`config.mk`:
```
export PLATFORM = sky130hd
export DESIGN_NAME = spf_front
export DESIGN_NICKNAME = d
export VERILOG_FILES = /design/src/spf_pkg.sv /design/src/spf_front.sv
export VERILOG_INCLUDE_DIRS = /design/src
export SDC_FILE = /design/constraint.sdc
export NUM_CORES = 1
export LEC_CHECK = 0
export BUFFER_PORTS_ARGS = -buffer_cell sky130_fd_sc_hd__buf_4
export CAP_MARGIN = 25
export CELL_PAD_IN_SITES_DETAIL_PLACEMENT = 1
export CELL_PAD_IN_SITES_GLOBAL_PLACEMENT = 1
export CORE_ASPECT_RATIO = 1.75
export CORE_MARGIN = 2
export CORE_UTILIZATION = 40
export DETAILED_ROUTE_END_ITERATION = 8
export PLACE_DENSITY = 0.79
export RECOVER_POWER = 100
export SKIP_LAST_GASP = 1
export SLEW_MARGIN = 20
export SYNTH_ARGS = -nofsm -noshare
export SYNTH_HDL_FRONTEND = slang
export SYNTH_SLANG_ARGS = --single-unit
```
`constraint.sdc`:
```
create_clock -name clock -period 2.7 [get_ports clock]
set_input_delay 0 -clock clock [delete_from_list [all_inputs] [get_ports clock]]
set_output_delay 0 -clock clock [all_outputs]
set_load 0.01 [all_outputs]
```
`src/spf_regs.svh`:
```
// Constants of the SPI slave command front end: opcodes, status fields, counts.
// Assumes the includer works on one system clock with all SPI pins sampled.
// Summary of operation
// Support modes 0 and 3, sample SI rising.
// Change SO on falling serial clock edges.
// Clock level at select picks mode.
// Mode 3 counts rising edges after clock low.
// Master idles clock per selected mode.
// First byte after select is the opcode.
// One opcode per select; new command needs select.
// Deselected: ignore SI, SO high impedance.
// All bytes shift most significant bit first.
// Three address bytes, keep low 17 bits.
// Master should send zero upper address bits.
// Invalid opcode: ignore rest, SO tristated.
// Decode set, clear, status, write, read opcodes.
// Decode fast read, write, sleep, ident, serial.
// Write enable latch cleared at power up.
// Latch set opcode sets the enable latch.
// Status write cannot change the enable flag.
// Deselect after clear/status/memory write clears latch.
// Master waits power up delay first.
// Device never starts a transfer itself.
// Hold an 8-bit configuration/status register.
// Enable latch shows at status bit one.
// Latch clear command disables all writes.
// Decode opcode after eighth sampled bit.
// Deselect mid byte aborts without side effects; addr_out keeps any partly shifted address bits.
`ifndef SPF_REGS_SVH
`define SPF_REGS_SVH

`define SPF_OP_LATCH_SET   8'h06
`define SPF_OP_LATCH_CLEAR 8'h04
`define SPF_OP_STATUS_RD   8'h05
`define SPF_OP_STATUS_WR   8'h01
`define SPF_OP_MEM_RD      8'h03
`define SPF_OP_FAST_RD     8'h0B
`define SPF_OP_MEM_WR      8'h02
`define SPF_OP_SLEEP       8'hB9
`define SPF_OP_IDENT_RD    8'h9F
`define SPF_OP_SERIAL_RD   8'hC3

`define SPF_STATUS_RESET   8'h40
`define SPF_STATUS_WMASK   8'h8C
`define SPF_WRITE_ENABLE_BIT 1
`define SPF_LAST_BIT       3'h7
`define SPF_LAST_ADDR_BYTE 2'h2
`define SPF_SYNC_IDLE_HIGH 3'h7

`endif

```
`src/spf_pkg.sv`:
```
// Types of the SPI slave command front end: frame phases and the state record.
// Assumes spf_regs.svh is compiled in the same unit for field constants.
package spf_pkg;

  // Where the frame stands: idle, in the opcode byte, or after it
  typedef enum logic [2:0] {
    SPF_IDLE,
    SPF_OPCODE,
    SPF_ADDR,
    SPF_WDATA,
    SPF_STAT_RD,
    SPF_STAT_WR,
    SPF_SINK,
    SPF_INVALID
  } spf_phase_e;

  // Whole state of the front end
  typedef struct packed {
    logic [2:0]  cs_sy;      // Chip select synchroniser
    logic [2:0]  sck_sy;     // Serial clock synchroniser
    logic [2:0]  si_sy;      // Serial input synchroniser
    logic        cs_n;       // Filtered chip select level
    logic        sck;        // Filtered serial clock level
    logic        si;         // Filtered serial input level
    logic        mode3;      // Frame runs in mode 3
    logic        armed;      // Rising edges now count
    spf_phase_e  phase;      // Frame phase
    logic [2:0]  bit_cnt;    // Bits of current byte
    logic [1:0]  byte_cnt;   // Address bytes taken
    logic [7:0]  shreg;      // Input shifter
    logic [7:0]  opcode;     // Decoded opcode
    logic [16:0] addr;       // Significant address bits
    logic [7:0]  status;     // Status register
    logic [7:0]  out_shift;  // Output shifter
    logic        so;         // Serial output level
    logic        so_oe_n;    // Serial output enable, low drives
    logic        clr_pend;   // Latch clears at deselect
    logic        op_stb;     // Opcode accepted pulse
    logic        addr_stb;   // Address complete pulse
    logic        ovr;        // Byte dropped pulse
    logic        out_valid;  // Buffer head valid
    logic [7:0]  out_data;   // Buffer head byte
    logic        skid_valid; // Buffer second entry valid
    logic [7:0]  skid_data;  // Buffer second entry byte
  } spf_state_s;

endpackage

```
`src/spf_front.sv`:
```
// SPI slave command front end: framing, mode detect, opcode decode, address
// intake, write enable latch, status register and a two-entry write buffer.
// Assumes SPI pins are asynchronous to clock; serial clock at most clock/8.
`timescale 1ns/1ns
`include "spf_regs.svh"

module spf_front (
  input  wire logic        clock,             // System clock, 20 MHz
  input  wire logic        rst,               // Asynchronous reset, high
  input  wire logic        cs_n_pin,          // Chip select pin, low selects
  input  wire logic        sck_pin,           // Serial clock pin
  input  wire logic        si_pin,            // Serial data in pin
  output logic             so,                // Serial data out level
  output logic             so_oe_n,           // Serial out enable, low drives
  output logic [7:0]       opcode_out,        // Last valid opcode
  output logic             opcode_strobe,     // Valid opcode decoded pulse
  output logic [16:0]      addr_out,          // Significant address bits
  output logic             addr_strobe,       // Address complete pulse
  output logic [7:0]       status_out,        // Status register contents
  output logic             write_enable_flag, // Write enable latch
  output logic             spi_mode3,         // Current frame runs mode 3
  output logic [7:0]       data_out,          // Written byte at buffer head
  output logic             data_valid,        // Buffer head holds a byte
  input  wire logic        data_ready,        // Sink takes the head byte
  output logic             data_overrun       // Byte lost, buffer full pulse
);

  spf_pkg::spf_state_s r;       // Registered state
  spf_pkg::spf_state_s next_r;  // Next state

  // Filtered level updates and the edges they produce
  logic       cs_agree;   // Chip select stages agree
  logic       sck_agree;  // Clock stages agree
  logic       si_now;     // Serial input level this cycle
  logic       cs_fall;    // Frame start
  logic       cs_rise;    // Frame end
  logic       sck_rise;   // Sampling edge
  logic       sck_fall;   // Output edge
  logic [7:0] byte_in;    // Byte completed by this sample

  // Combinational next state
  always_comb begin
    next_r = r;
    // Pulses last one cycle
    next_r.op_stb = 1'b0;
    next_r.addr_stb = 1'b0;
    next_r.ovr = 1'b0;

    // Three-stage synchronisers; only the later two stages are compared
    next_r.cs_sy = {r.cs_sy[1:0], cs_n_pin};
    next_r.sck_sy = {r.sck_sy[1:0], sck_pin};
    next_r.si_sy = {r.si_sy[1:0], si_pin};
    cs_agree = (r.cs_sy[1] == r.cs_sy[2]);
    sck_agree = (r.sck_sy[1] == r.sck_sy[2]);
    si_now = (r.si_sy[1] == r.si_sy[2]) ? r.si_sy[2] : r.si;
    next_r.si = si_now;
    if (cs_agree) begin
      next_r.cs_n = r.cs_sy[2];
    end
    if (sck_agree) begin
      next_r.sck = r.sck_sy[2];
    end
    cs_fall = cs_agree & ~r.cs_sy[2] & r.cs_n;
    cs_rise = cs_agree & r.cs_sy[2] & ~r.cs_n;
    sck_rise = sck_agree & r.sck_sy[2] & ~r.sck;
    sck_fall = sck_agree & ~r.sck_sy[2] & r.sck;
    byte_in = {r.shreg[6:0], si_now};

    // Buffer drain first, so a pop frees room for a push in the same cycle
    if (r.out_valid && data_ready) begin
      next_r.out_valid = r.skid_valid;
      next_r.out_data = r.skid_data;
      next_r.skid_valid = 1'b0;
    end

    if (cs_fall) begin
      // Only the master's select opens a frame; nothing here starts one
      // Clock level at select fixes the mode for this frame
      next_r.mode3 = r.sck;
      // Mode 3 waits for the clock to go low before counting rises
      next_r.armed = ~r.sck;
      next_r.phase = spf_pkg::SPF_OPCODE;
      next_r.bit_cnt = '0;
      next_r.byte_cnt = '0;
      next_r.clr_pend = 1'b0;
      next_r.so_oe_n = 1'b1;
    end else if (cs_rise) begin
      // Deselect ends any command; bits of a partial address byte stay shifted into addr_out
      next_r.phase = spf_pkg::SPF_IDLE;
      next_r.so_oe_n = 1'b1;
      next_r.clr_pend = 1'b0;
      if (r.clr_pend) begin
        next_r.status[`SPF_WRITE_ENABLE_BIT] = 1'b0;
      end
    end else if (r.phase != spf_pkg::SPF_IDLE) begin
      // Output edge: arms mode 3 and moves the status byte out
      if (sck_fall) begin
        next_r.armed = 1'b1;
        if (r.phase == spf_pkg::SPF_STAT_RD) begin
          next_r.so = r.out_shift[7];
          next_r.so_oe_n = 1'b0;
          next_r.out_shift = {r.out_shift[6:0], r.out_shift[7]};
        end
      end
      // Sampling edge: shift in, act at each byte boundary
      if (sck_rise && r.armed) begin
        next_r.shreg = byte_in;
        next_r.bit_cnt = r.bit_cnt + 3'h1;
        if (r.phase == spf_pkg::SPF_ADDR) begin
          // Shifting keeps only the low bits; the first seven fall off
          next_r.addr = {r.addr[15:0], si_now};
        end
        if (r.bit_cnt == `SPF_LAST_BIT) begin
          unique case (r.phase)
            spf_pkg::SPF_OPCODE: begin
              // Decode as soon as the eighth bit is in
              next_r.opcode = byte_in;
              next_r.op_stb = 1'b1;
              next_r.phase = spf_pkg::SPF_SINK;
              case (byte_in)
                `SPF_OP_LATCH_SET: begin
                  next_r.status[`SPF_WRITE_ENABLE_BIT] = 1'b1;
                end
                `SPF_OP_LATCH_CLEAR: begin
                  next_r.clr_pend = 1'b1;
                end
                `SPF_OP_STATUS_RD: begin
                  next_r.out_shift = r.status;
                  next_r.phase = spf_pkg::SPF_STAT_RD;
                end
                `SPF_OP_STATUS_WR: begin
                  next_r.clr_pend = 1'b1;
                  next_r.phase = spf_pkg::SPF_STAT_WR;
                end
                `SPF_OP_MEM_RD, `SPF_OP_FAST_RD: begin
                  next_r.phase = spf_pkg::SPF_ADDR;
                end
                `SPF_OP_MEM_WR: begin
                  next_r.clr_pend = 1'b1;
                  next_r.phase = spf_pkg::SPF_ADDR;
                end
                `SPF_OP_SLEEP, `SPF_OP_IDENT_RD, `SPF_OP_SERIAL_RD: begin
                  next_r.phase = spf_pkg::SPF_SINK;
                end
                default: begin
                  // Unknown code: no action, SO stays off until reselect
                  next_r.opcode = r.opcode;
                  next_r.op_stb = 1'b0;
                  next_r.phase = spf_pkg::SPF_INVALID;
                end
              endcase
            end
            spf_pkg::SPF_ADDR: begin
              if (r.byte_cnt == `SPF_LAST_ADDR_BYTE) begin
                next_r.addr_stb = 1'b1;
                next_r.phase = (r.opcode == `SPF_OP_MEM_WR) ?
                               spf_pkg::SPF_WDATA : spf_pkg::SPF_SINK;
              end else begin
                next_r.byte_cnt = r.byte_cnt + 2'h1;
              end
            end
            spf_pkg::SPF_WDATA: begin
              // Writes pass only with the latch set; a full buffer drops
              if (r.status[`SPF_WRITE_ENABLE_BIT]) begin
                if (!next_r.out_valid) begin
                  next_r.out_valid = 1'b1;
                  next_r.out_data = byte_in;
                end else if (!next_r.skid_valid) begin
                  next_r.skid_valid = 1'b1;
                  next_r.skid_data = byte_in;
                end else begin
                  next_r.ovr = 1'b1;
                end
              end
            end
            spf_pkg::SPF_STAT_WR: begin
              // Only writable fields change; enable flag and fixed bits hold
              if (r.status[`SPF_WRITE_ENABLE_BIT]) begin
                next_r.status = (byte_in & `SPF_STATUS_WMASK) |
                                (r.status & ~`SPF_STATUS_WMASK);
              end
              next_r.phase = spf_pkg::SPF_SINK;
            end
            spf_pkg::SPF_STAT_RD, spf_pkg::SPF_SINK,
            spf_pkg::SPF_INVALID, spf_pkg::SPF_IDLE: begin
              // Further bytes carry nothing for this block
              next_r.phase = r.phase;
            end
          endcase
        end
      end
    end
  end

  // State register; the latch powers up cleared and SO off
  always_ff @(posedge clock or posedge rst) begin
    if (rst) begin
      r <= '0;
      r.cs_sy <= `SPF_SYNC_IDLE_HIGH;
      r.cs_n <= 1'b1;
      r.so_oe_n <= 1'b1;
      r.status <= `SPF_STATUS_RESET;
    end else begin
      r <= next_r;
    end
  end

  // Outputs are fields of the state register
  assign so = r.so;
  assign so_oe_n = r.so_oe_n;
  assign opcode_out = r.opcode;
  assign opcode_strobe = r.op_stb;
  assign addr_out = r.addr;
  assign addr_strobe = r.addr_stb;
  assign status_out = r.status;
  assign write_enable_flag = r.status[`SPF_WRITE_ENABLE_BIT];
  assign spi_mode3 = r.mode3;
  assign data_out = r.out_data;
  assign data_valid = r.out_valid;
  assign data_overrun = r.ovr;

endmodule

```
==> run metrics, run 1 <==
chip height between 100 and 150 um; synthesized-area fraction occupied by and/or/nand/nor cells between 10% and 20%; most common library cell in the layout ignoring fill and taps dfrtp_1; most used cells in the layout excluding fill and tap cells 85 x dfrtp_1, 44 x clkbuf_1, 35 x mux2_2; minimum period implied by the final worst setup slack 2.49 ns; max_cap viols 0; Die Footprint between 0.01 and 0.015 sq mm; Total Neg Setup Slack 0 ns; fillers 1158; post-synthesis cell count between 300 and 400; XOR/XNOR Fraction of Synth Area less than 1%; post-route insts no fill approximately 520; share of the synthesized area in compound gates (AO/OA/AOI/OAI) roughly 7.1%; post-synthesis sequential area ratio a little over half; port buffer count 50; max-slew violation total from the final report 0; Cell Chain, Critical Path ha_1, ha_1, and4b_1, nand2_1, or3_1, o21ba_1, mux2_1; largest cells by area after synthesis dfrtp_1 50%, mux2_2 9.2%, buf_4 7.6%; number of flops mapped to enable cells by yosys 0; Worst slew margin a little under two fifths; GRT Resource Usage Total approximately 17%; arrival time at the worst endpoint ~2.7 ns; register bit count reported by yosys 90; cells resized by post-CTS repair 0; Routability Congestion roughly 0.9; Synth top area share 49.8%; antenna cells 0; power after layout between 2 and 3 mW; final hold violations 0; cell area reported after detailed placement roughly 0.0045 sq mm; RSZ-0062 raised after global routing no; Tightest Pin Transition 0.950 ns; pwr/cell area 639 mW/mm^2; wire length reported by the detailed router around 9300 um; crit end category flip-flop; clock slew seen by the registers of the worst setup and hold paths about 0.070 ns; Initial Utilization 40.4%; TritonCTS clock tree built; top-level I/O count 55; Worst IR Drop VDD around 0.47 mV; top fanout value on the critical path 8; biggest area consumer among synthesized cells dfrtp_1; Synth async-reset ratio between 90% and 100%; share of cells above drive strength 1 a little under a fifth; syn avg cell area around 12 sq um; hold crit path type in2reg; category of cells accounting for the largest share of critical-path delay simple AND/OR/NAND/NOR gates; most common flop cell mapped by yosys dfrtp_1; CP required between 2 and 3 ns; synthesized-area fraction occupied by adder cells approximately 2.3%; min setup slack post-route around 0.21 ns; Vias 2727; CTS Buf Count 9; clock root buffer clkbuf_16; initial DRC count ~110; P_leak about 2.2 nW; post-route clock skew slightly below 0.009 ns; antenna viol nets, final 0; Crit Path Class reg2reg; worst-skew pair later-pin latency between 0.3 and 0.4 ns; pre-CTS worst setup slack 0.205 ns; maximum buffer depth of the clock tree 2; worst hold slack between 0.1 and 0.15 ns; DRC 0; maximum frequency from static timing analysis 0.401 GHz; largest family of logic cells by synthesized area multiplexers; distinct cell type count after synthesis 54; average routed wire per standard cell about 18 um; number of cells in the design after placement between 400 and 500; clk sink count 90; Final Net Count between 300 and 400; Setup Viol. Count Final 0; post-synthesis cell area around 0.0043 sq mm; post-DP HPWL 6800 um; H-tree lvl count 3; Startpoint Class flip-flop; Bufs and invs on worst path 0; P&R area growth vs syn 8.34%; via count of the first global-routing pass between 3000 and 4000; antenna violations before repair 0; number of standard-cell rows in the floorplan 50; final design utilization 43.8%; placeable core region 0.0106 sq mm; multiplexer share of the synthesized area between 10% and 20%; CP most frequent cell ha_1; share of the clock period used by the worst path after layout between 90% and 100%; global-route wire length before repair about 15000 um; width of the die roughly 82 um; cell at the slowest stage of the critical path o21ba_1; residual overflow from global routing 0; via/cell ratio 5.28; finished layout cell area between 0.004 and 0.005 sq mm; maximum cell stage delay along the critical path around 0.47 ns; status finished clean; number of setup buffers added after CTS 0; pin count of the biggest net entering global routing approximately 70; count of yosys warnings during synthesis 0; number of buffers inserted for hold repair after clock tree synthesis 4; DRT Pass-1 Iters 4
## final cells by class
cell class / instances / area [sq um] / share of cell area, %
multi-input combinational: 211 / 1580 / 34.1
tap: 130 / 163 / 3.51
sequential: 90 / 2260 / 48.8
inverter: 11 / 42.5 / 0.919
clock buffer: 10 / 239 / 5.16
timing repair buffer: 58 / 280 / 6.05
clock inverter: 6 / 70.1 / 1.51
## metal layers
layer / global-route usage [%] / up-vias / share of wire, %
met5: 0 / - / 0
met4: 7.28 / 0 / 2.7
met3: 3.33 / 14 / 2.8
met2: 32.5 / 49 / 59
met1: 17.9 / 1414 / 36
li1: - / 1250 / -
## tightest hold or removal path: stages
cell,delay (ns)
buf_4,0.10
inv_1,0.05
a21oi_1,0.14
o21ai_0,0.10
## final timing paths
path,end,start,slack (ns),cells past startpoint
max,opcode_out[0],r[75],0.21,7
max in group asynchronous,r[8],rst,0.88,4
max reg2reg,opcode_out[0],r[75],0.21,7
min reg2reg,next_r[91],next_r[90],0.35,0
min in group asynchronous,addr_out[11],rst,0.36,3
min,r[8],data_ready,0.10,4
## synth_stat cells (2+ instances only)
library cell,number
ha_1,7
nand4_1,4
clkbuf_1,6
o22ai_1,3
nand4b_1,3
buf_2,4
nand3b_1,4
conb_1,2
nor4b_1,2
a22o_1,4
and4b_1,4
nor3b_1,2
o21ai_0,16
mux2_4,7
mux2_2,35
nand2_2,2
a21oi_1,5
nor3_1,5
o2bb2ai_1,3
a21o_1,4
inv_1,11
a21boi_0,2
buf_4,43
mux2i_1,14
dfstp_2,5
nand2b_1,2
and2_0,2
nor2_1,22
dfrtp_1,85
nor4_1,3
nand2_1,30
## state kept, by name, indices dropped and copies added (netlist names), 4 cells and up
name and cells:
addr_out 17, byte_in 7, data_out 8, next_r 6, opcode_out 8, r 33, status_out 4
## report_power, final
group | leakage [nW] | internal (mW) | switching (mW)
Sequential | 1.21 | 1.39 | 0.0564
Clock | 0.154 | 0.752 | 0.532
Combinational | 0.870 | 0.0900 | 0.137
Total | 2.24 | 2.23 | 0.726
## kinds of logic after synthesis
| logic type | count (synthesis) |
|---|---|
| other cells | 2 |
| fa+ha+maj | 8 |
| buf+inv | 65 |
| flops | 90 |
| xor+xnor | 2 |
| compound gates | 45 |
| mux | 57 |
| simple gates | 95 |
Note: power is estimated with default switching activity, not from simulation.
==> run 2: changes to the inputs <==
Settings changed: ABC_AREA set to 1, PLACE_DENSITY 0.79 to 0.81.
==> run 2 against run 1 <==
  * The run now ends with capacitance limit, slew limit left
  * Register-to-register slack gained 0.06 ns
  * Sequential share of layout area shrank 1.2 points
  * Hold slack lost 0.030 ns
  * Utilization shrank 1.2 points
  * Largest power group unchanged
==> run metrics, run 2 <==
initial DRC count around 140; Endpoint, Worst Hold data_valid; DRC 0; finished layout cell area approximately 0.0048 sq mm; max_cap viols 1; fillers around 1300; maximum buffer depth of the clock tree 2; placeable core region approximately 0.011 sq mm; Synth top area share 46.3%; wire length reported by the detailed router roughly 10000 um; average routed wire per standard cell ~16 um; most common flop cell mapped by yosys dfrtp_1; number of flops mapped to enable cells by yosys 0; clock slew seen by the registers of the worst setup and hold paths 0.07 ns; Cell Chain, Critical Path inv_2, nand2_2, inv_2, nor2_4, nand2_1, nor2_4, clkbuf_1, nand3_1, o21ai_0; Final Net Count between 500 and 600; port buffer count 50; global-route wire length before repair around 17000 um; antenna cells 0; DRT Pass-1 Iters 4; arrival time at the worst endpoint about 2.7 ns; count of yosys warnings during synthesis 0; cells resized by post-CTS repair 0; antenna viol nets, final 0; share of cells above drive strength 1 approximately 14%; most used cells in the layout excluding fill and tap cells 94 x nand2_1, 85 x dfrtp_1, 50 x inv_1, 50 x o21ai_0, 45 x clkbuf_1; cell area reported after detailed placement 0.00476 sq mm; worst-skew pair later-pin latency 0.35 ns; top fanout value on the critical path 19; Vias between 3000 and 4000; failing checks capacitance limit, slew limit; Total Neg Setup Slack 0 ns; Initial Utilization between 40 and 50%; GRT Resource Usage Total between 10% and 20%; minimum period implied by the final worst setup slack roughly 2.4 ns; P&R area growth vs syn 3.49%; maximum cell stage delay along the critical path 0.67 ns; Hold Crit Start data_ready; biggest area consumer among synthesized cells dfrtp_1; RSZ-0062 raised after global routing no; Worst slew margin -31.7%; share of the clock period used by the worst path after layout around 90%; H-tree lvl count 3; Crit Path Class reg2reg; number of setup buffers added after CTS 0; worst hold slack 0.0709 ns; P_leak ~2.3 nW; Routability Congestion approximately 0.81; top-level I/O count 55; start point of the critical path r[80]; post-synthesis sequential area ratio between 40 and 50%; R2R setup slack 0.27 ns; CTS Buf Count 9; most repeated cell in the gate-level netlist after synthesis nand2_1; largest cells by area after synthesis dfrtp_1 46%, nand2_1 7.3%, buf_4 6.9%; Worst IR Drop VDD 0.392 mV; most common library cell in the layout ignoring fill and taps nand2_1; Synth async-reset ratio 100%; register with the most flip-flops r; cell at the slowest stage of the critical path clkbuf_1; Die Footprint between 0.01 and 0.015 sq mm; crit end category flip-flop; TritonCTS clock tree built; max-slew violation total from the final report 45; Cells on Worst Hold Path 4; number of standard-cell rows in the floorplan 51; clk sink count 90; endpoint of the lowest-slack register-to-register path r[73]; Tightest Pin Transition 1.97 ns; status complete, but fails checks; max FFs per register 33; distinct cell type count after synthesis 37; post-DP HPWL ~7400 um; post-synthesis cell count 488; Startpoint Class flip-flop; final hold violations 0; via/cell ratio approximately 5.1; via count of the first global-routing pass ~3500; syn avg cell area between 9 and 10 sq um; pwr/cell area just over 700 mW/mm^2; pin count of the biggest net entering global routing 48; Worst Reg-to-Reg Cells 9; width of the die 85.0 um; R2R Path Start r[80]; antenna violations before repair 0; residual overflow from global routing 0; commonest cells in the synthesized netlist 89 x nand2_1, 85 x dfrtp_1, 50 x inv_1; post-synthesis cell area 0.00459 sq mm; register bit count reported by yosys 90; post-route clock skew 0.00708 ns; hold crit path type in2reg; number of buffers inserted for hold repair after clock tree synthesis 4; chip height approximately 150 um; clock root buffer clkbuf_16; CP required 2.95 ns; maximum frequency from static timing analysis just over 0.4 GHz; Setup Viol. Count Final 0
[run 2: changes by cell type in the layout (fill, tap and decap cells not counted), sizes merged, moves of 5 or more]
| cell | change |
|---|---|
| nand3 | +26 |
| a21oi | +11 |
| o211ai | +5 |
| nor2 | +29 |
| nand2 | +69 |
| mux2 | -34 |
| o21ai | +37 |
| inv | +45 |
| mux2i | -15 |
[run 2: critical path: cells and delay by family, from the launching register on]
family	cells	cell delay (ns)
buf+inv	3	0.83
simple gates	5	0.69
flops	1	0.57
compound gates	1	0.25
[run 2: per-layer routing]
layer / GRT usage, % / up-vias / share of wire, %
met5: 0 / - / 0
met4: 6.11 / 0 / 1.7
met3: 2.95 / 12 / 3.1
met2: 33.6 / 48 / 58
met1: 18.2 / 1633 / 37
li1: - / 1563 / -
[run 2: where the power goes]
group | switching [mW] | internal, mW | leakage (nW)
clock | 0.547 | 0.725 | 0.151
sequential | 0.101 | 1.46 | 1.21
combinational | 0.433 | 0.190 | 0.907
[run 2: how the worst max path moves through the flow]
stage                   to  cells after the start  slack, ns
2_1_floorplan  addr_out[0]                      1       0.37
3_3_place_gp   data_out[2]                     10       0.45
3_5_place_dp   data_out[2]                     10       0.34
4_1_cts        data_out[2]                     10       0.29
5_1_grt               r[8]                      9       0.03
6_report             r[73]                      9       0.27
[run 2: cell type report]
class / count / area [sq um] / share of cell area, %
Clock buffer: 9 / 225 / 4.74
Sequential cell: 90 / 2260 / 47.5
Multi-Input combinational cell: 294 / 1560 / 32.7
Inverter: 56 / 211 / 4.45
Clock inverter: 7 / 75.1 / 1.58
Tap cell: 132 / 165 / 3.48
Timing Repair Buffer: 56 / 262 / 5.50
[run 2: cells by family (layout without fill, tap and decap cells)]
kind of cell	Yosys count	count (layout)	synth area share [%]
other	2	4	0.164
muxes	8	8	1.96
buffers and inverters	106	128	13.4
adders and majority gates	7	7	1.91
AOI/OAI and AO/OA	79	79	12.8
DFF	90	90	49.2
and+or+nand+nor	196	196	20.6
[run 2: stage by stage]
| step | cells | power, mW | worst slack [ns] | utilization, % |
|---|---|---|---|---|
| 2_1_floorplan | 490 | 2.10 | 0.373 | - |
| 3_3_place_gp | 624 | 2.25 | 0.455 | 42.7 |
| 3_5_place_dp | 624 | 2.28 | 0.339 | 42.7 |
| 4_1_cts | 644 | 3.58 | 0.287 | 45.7 |
| 5_1_grt | 644 | 3.66 | 0.0323 | 42.6 |
| 6_report | 644 | 3.46 | 0.272 | 42.6 |
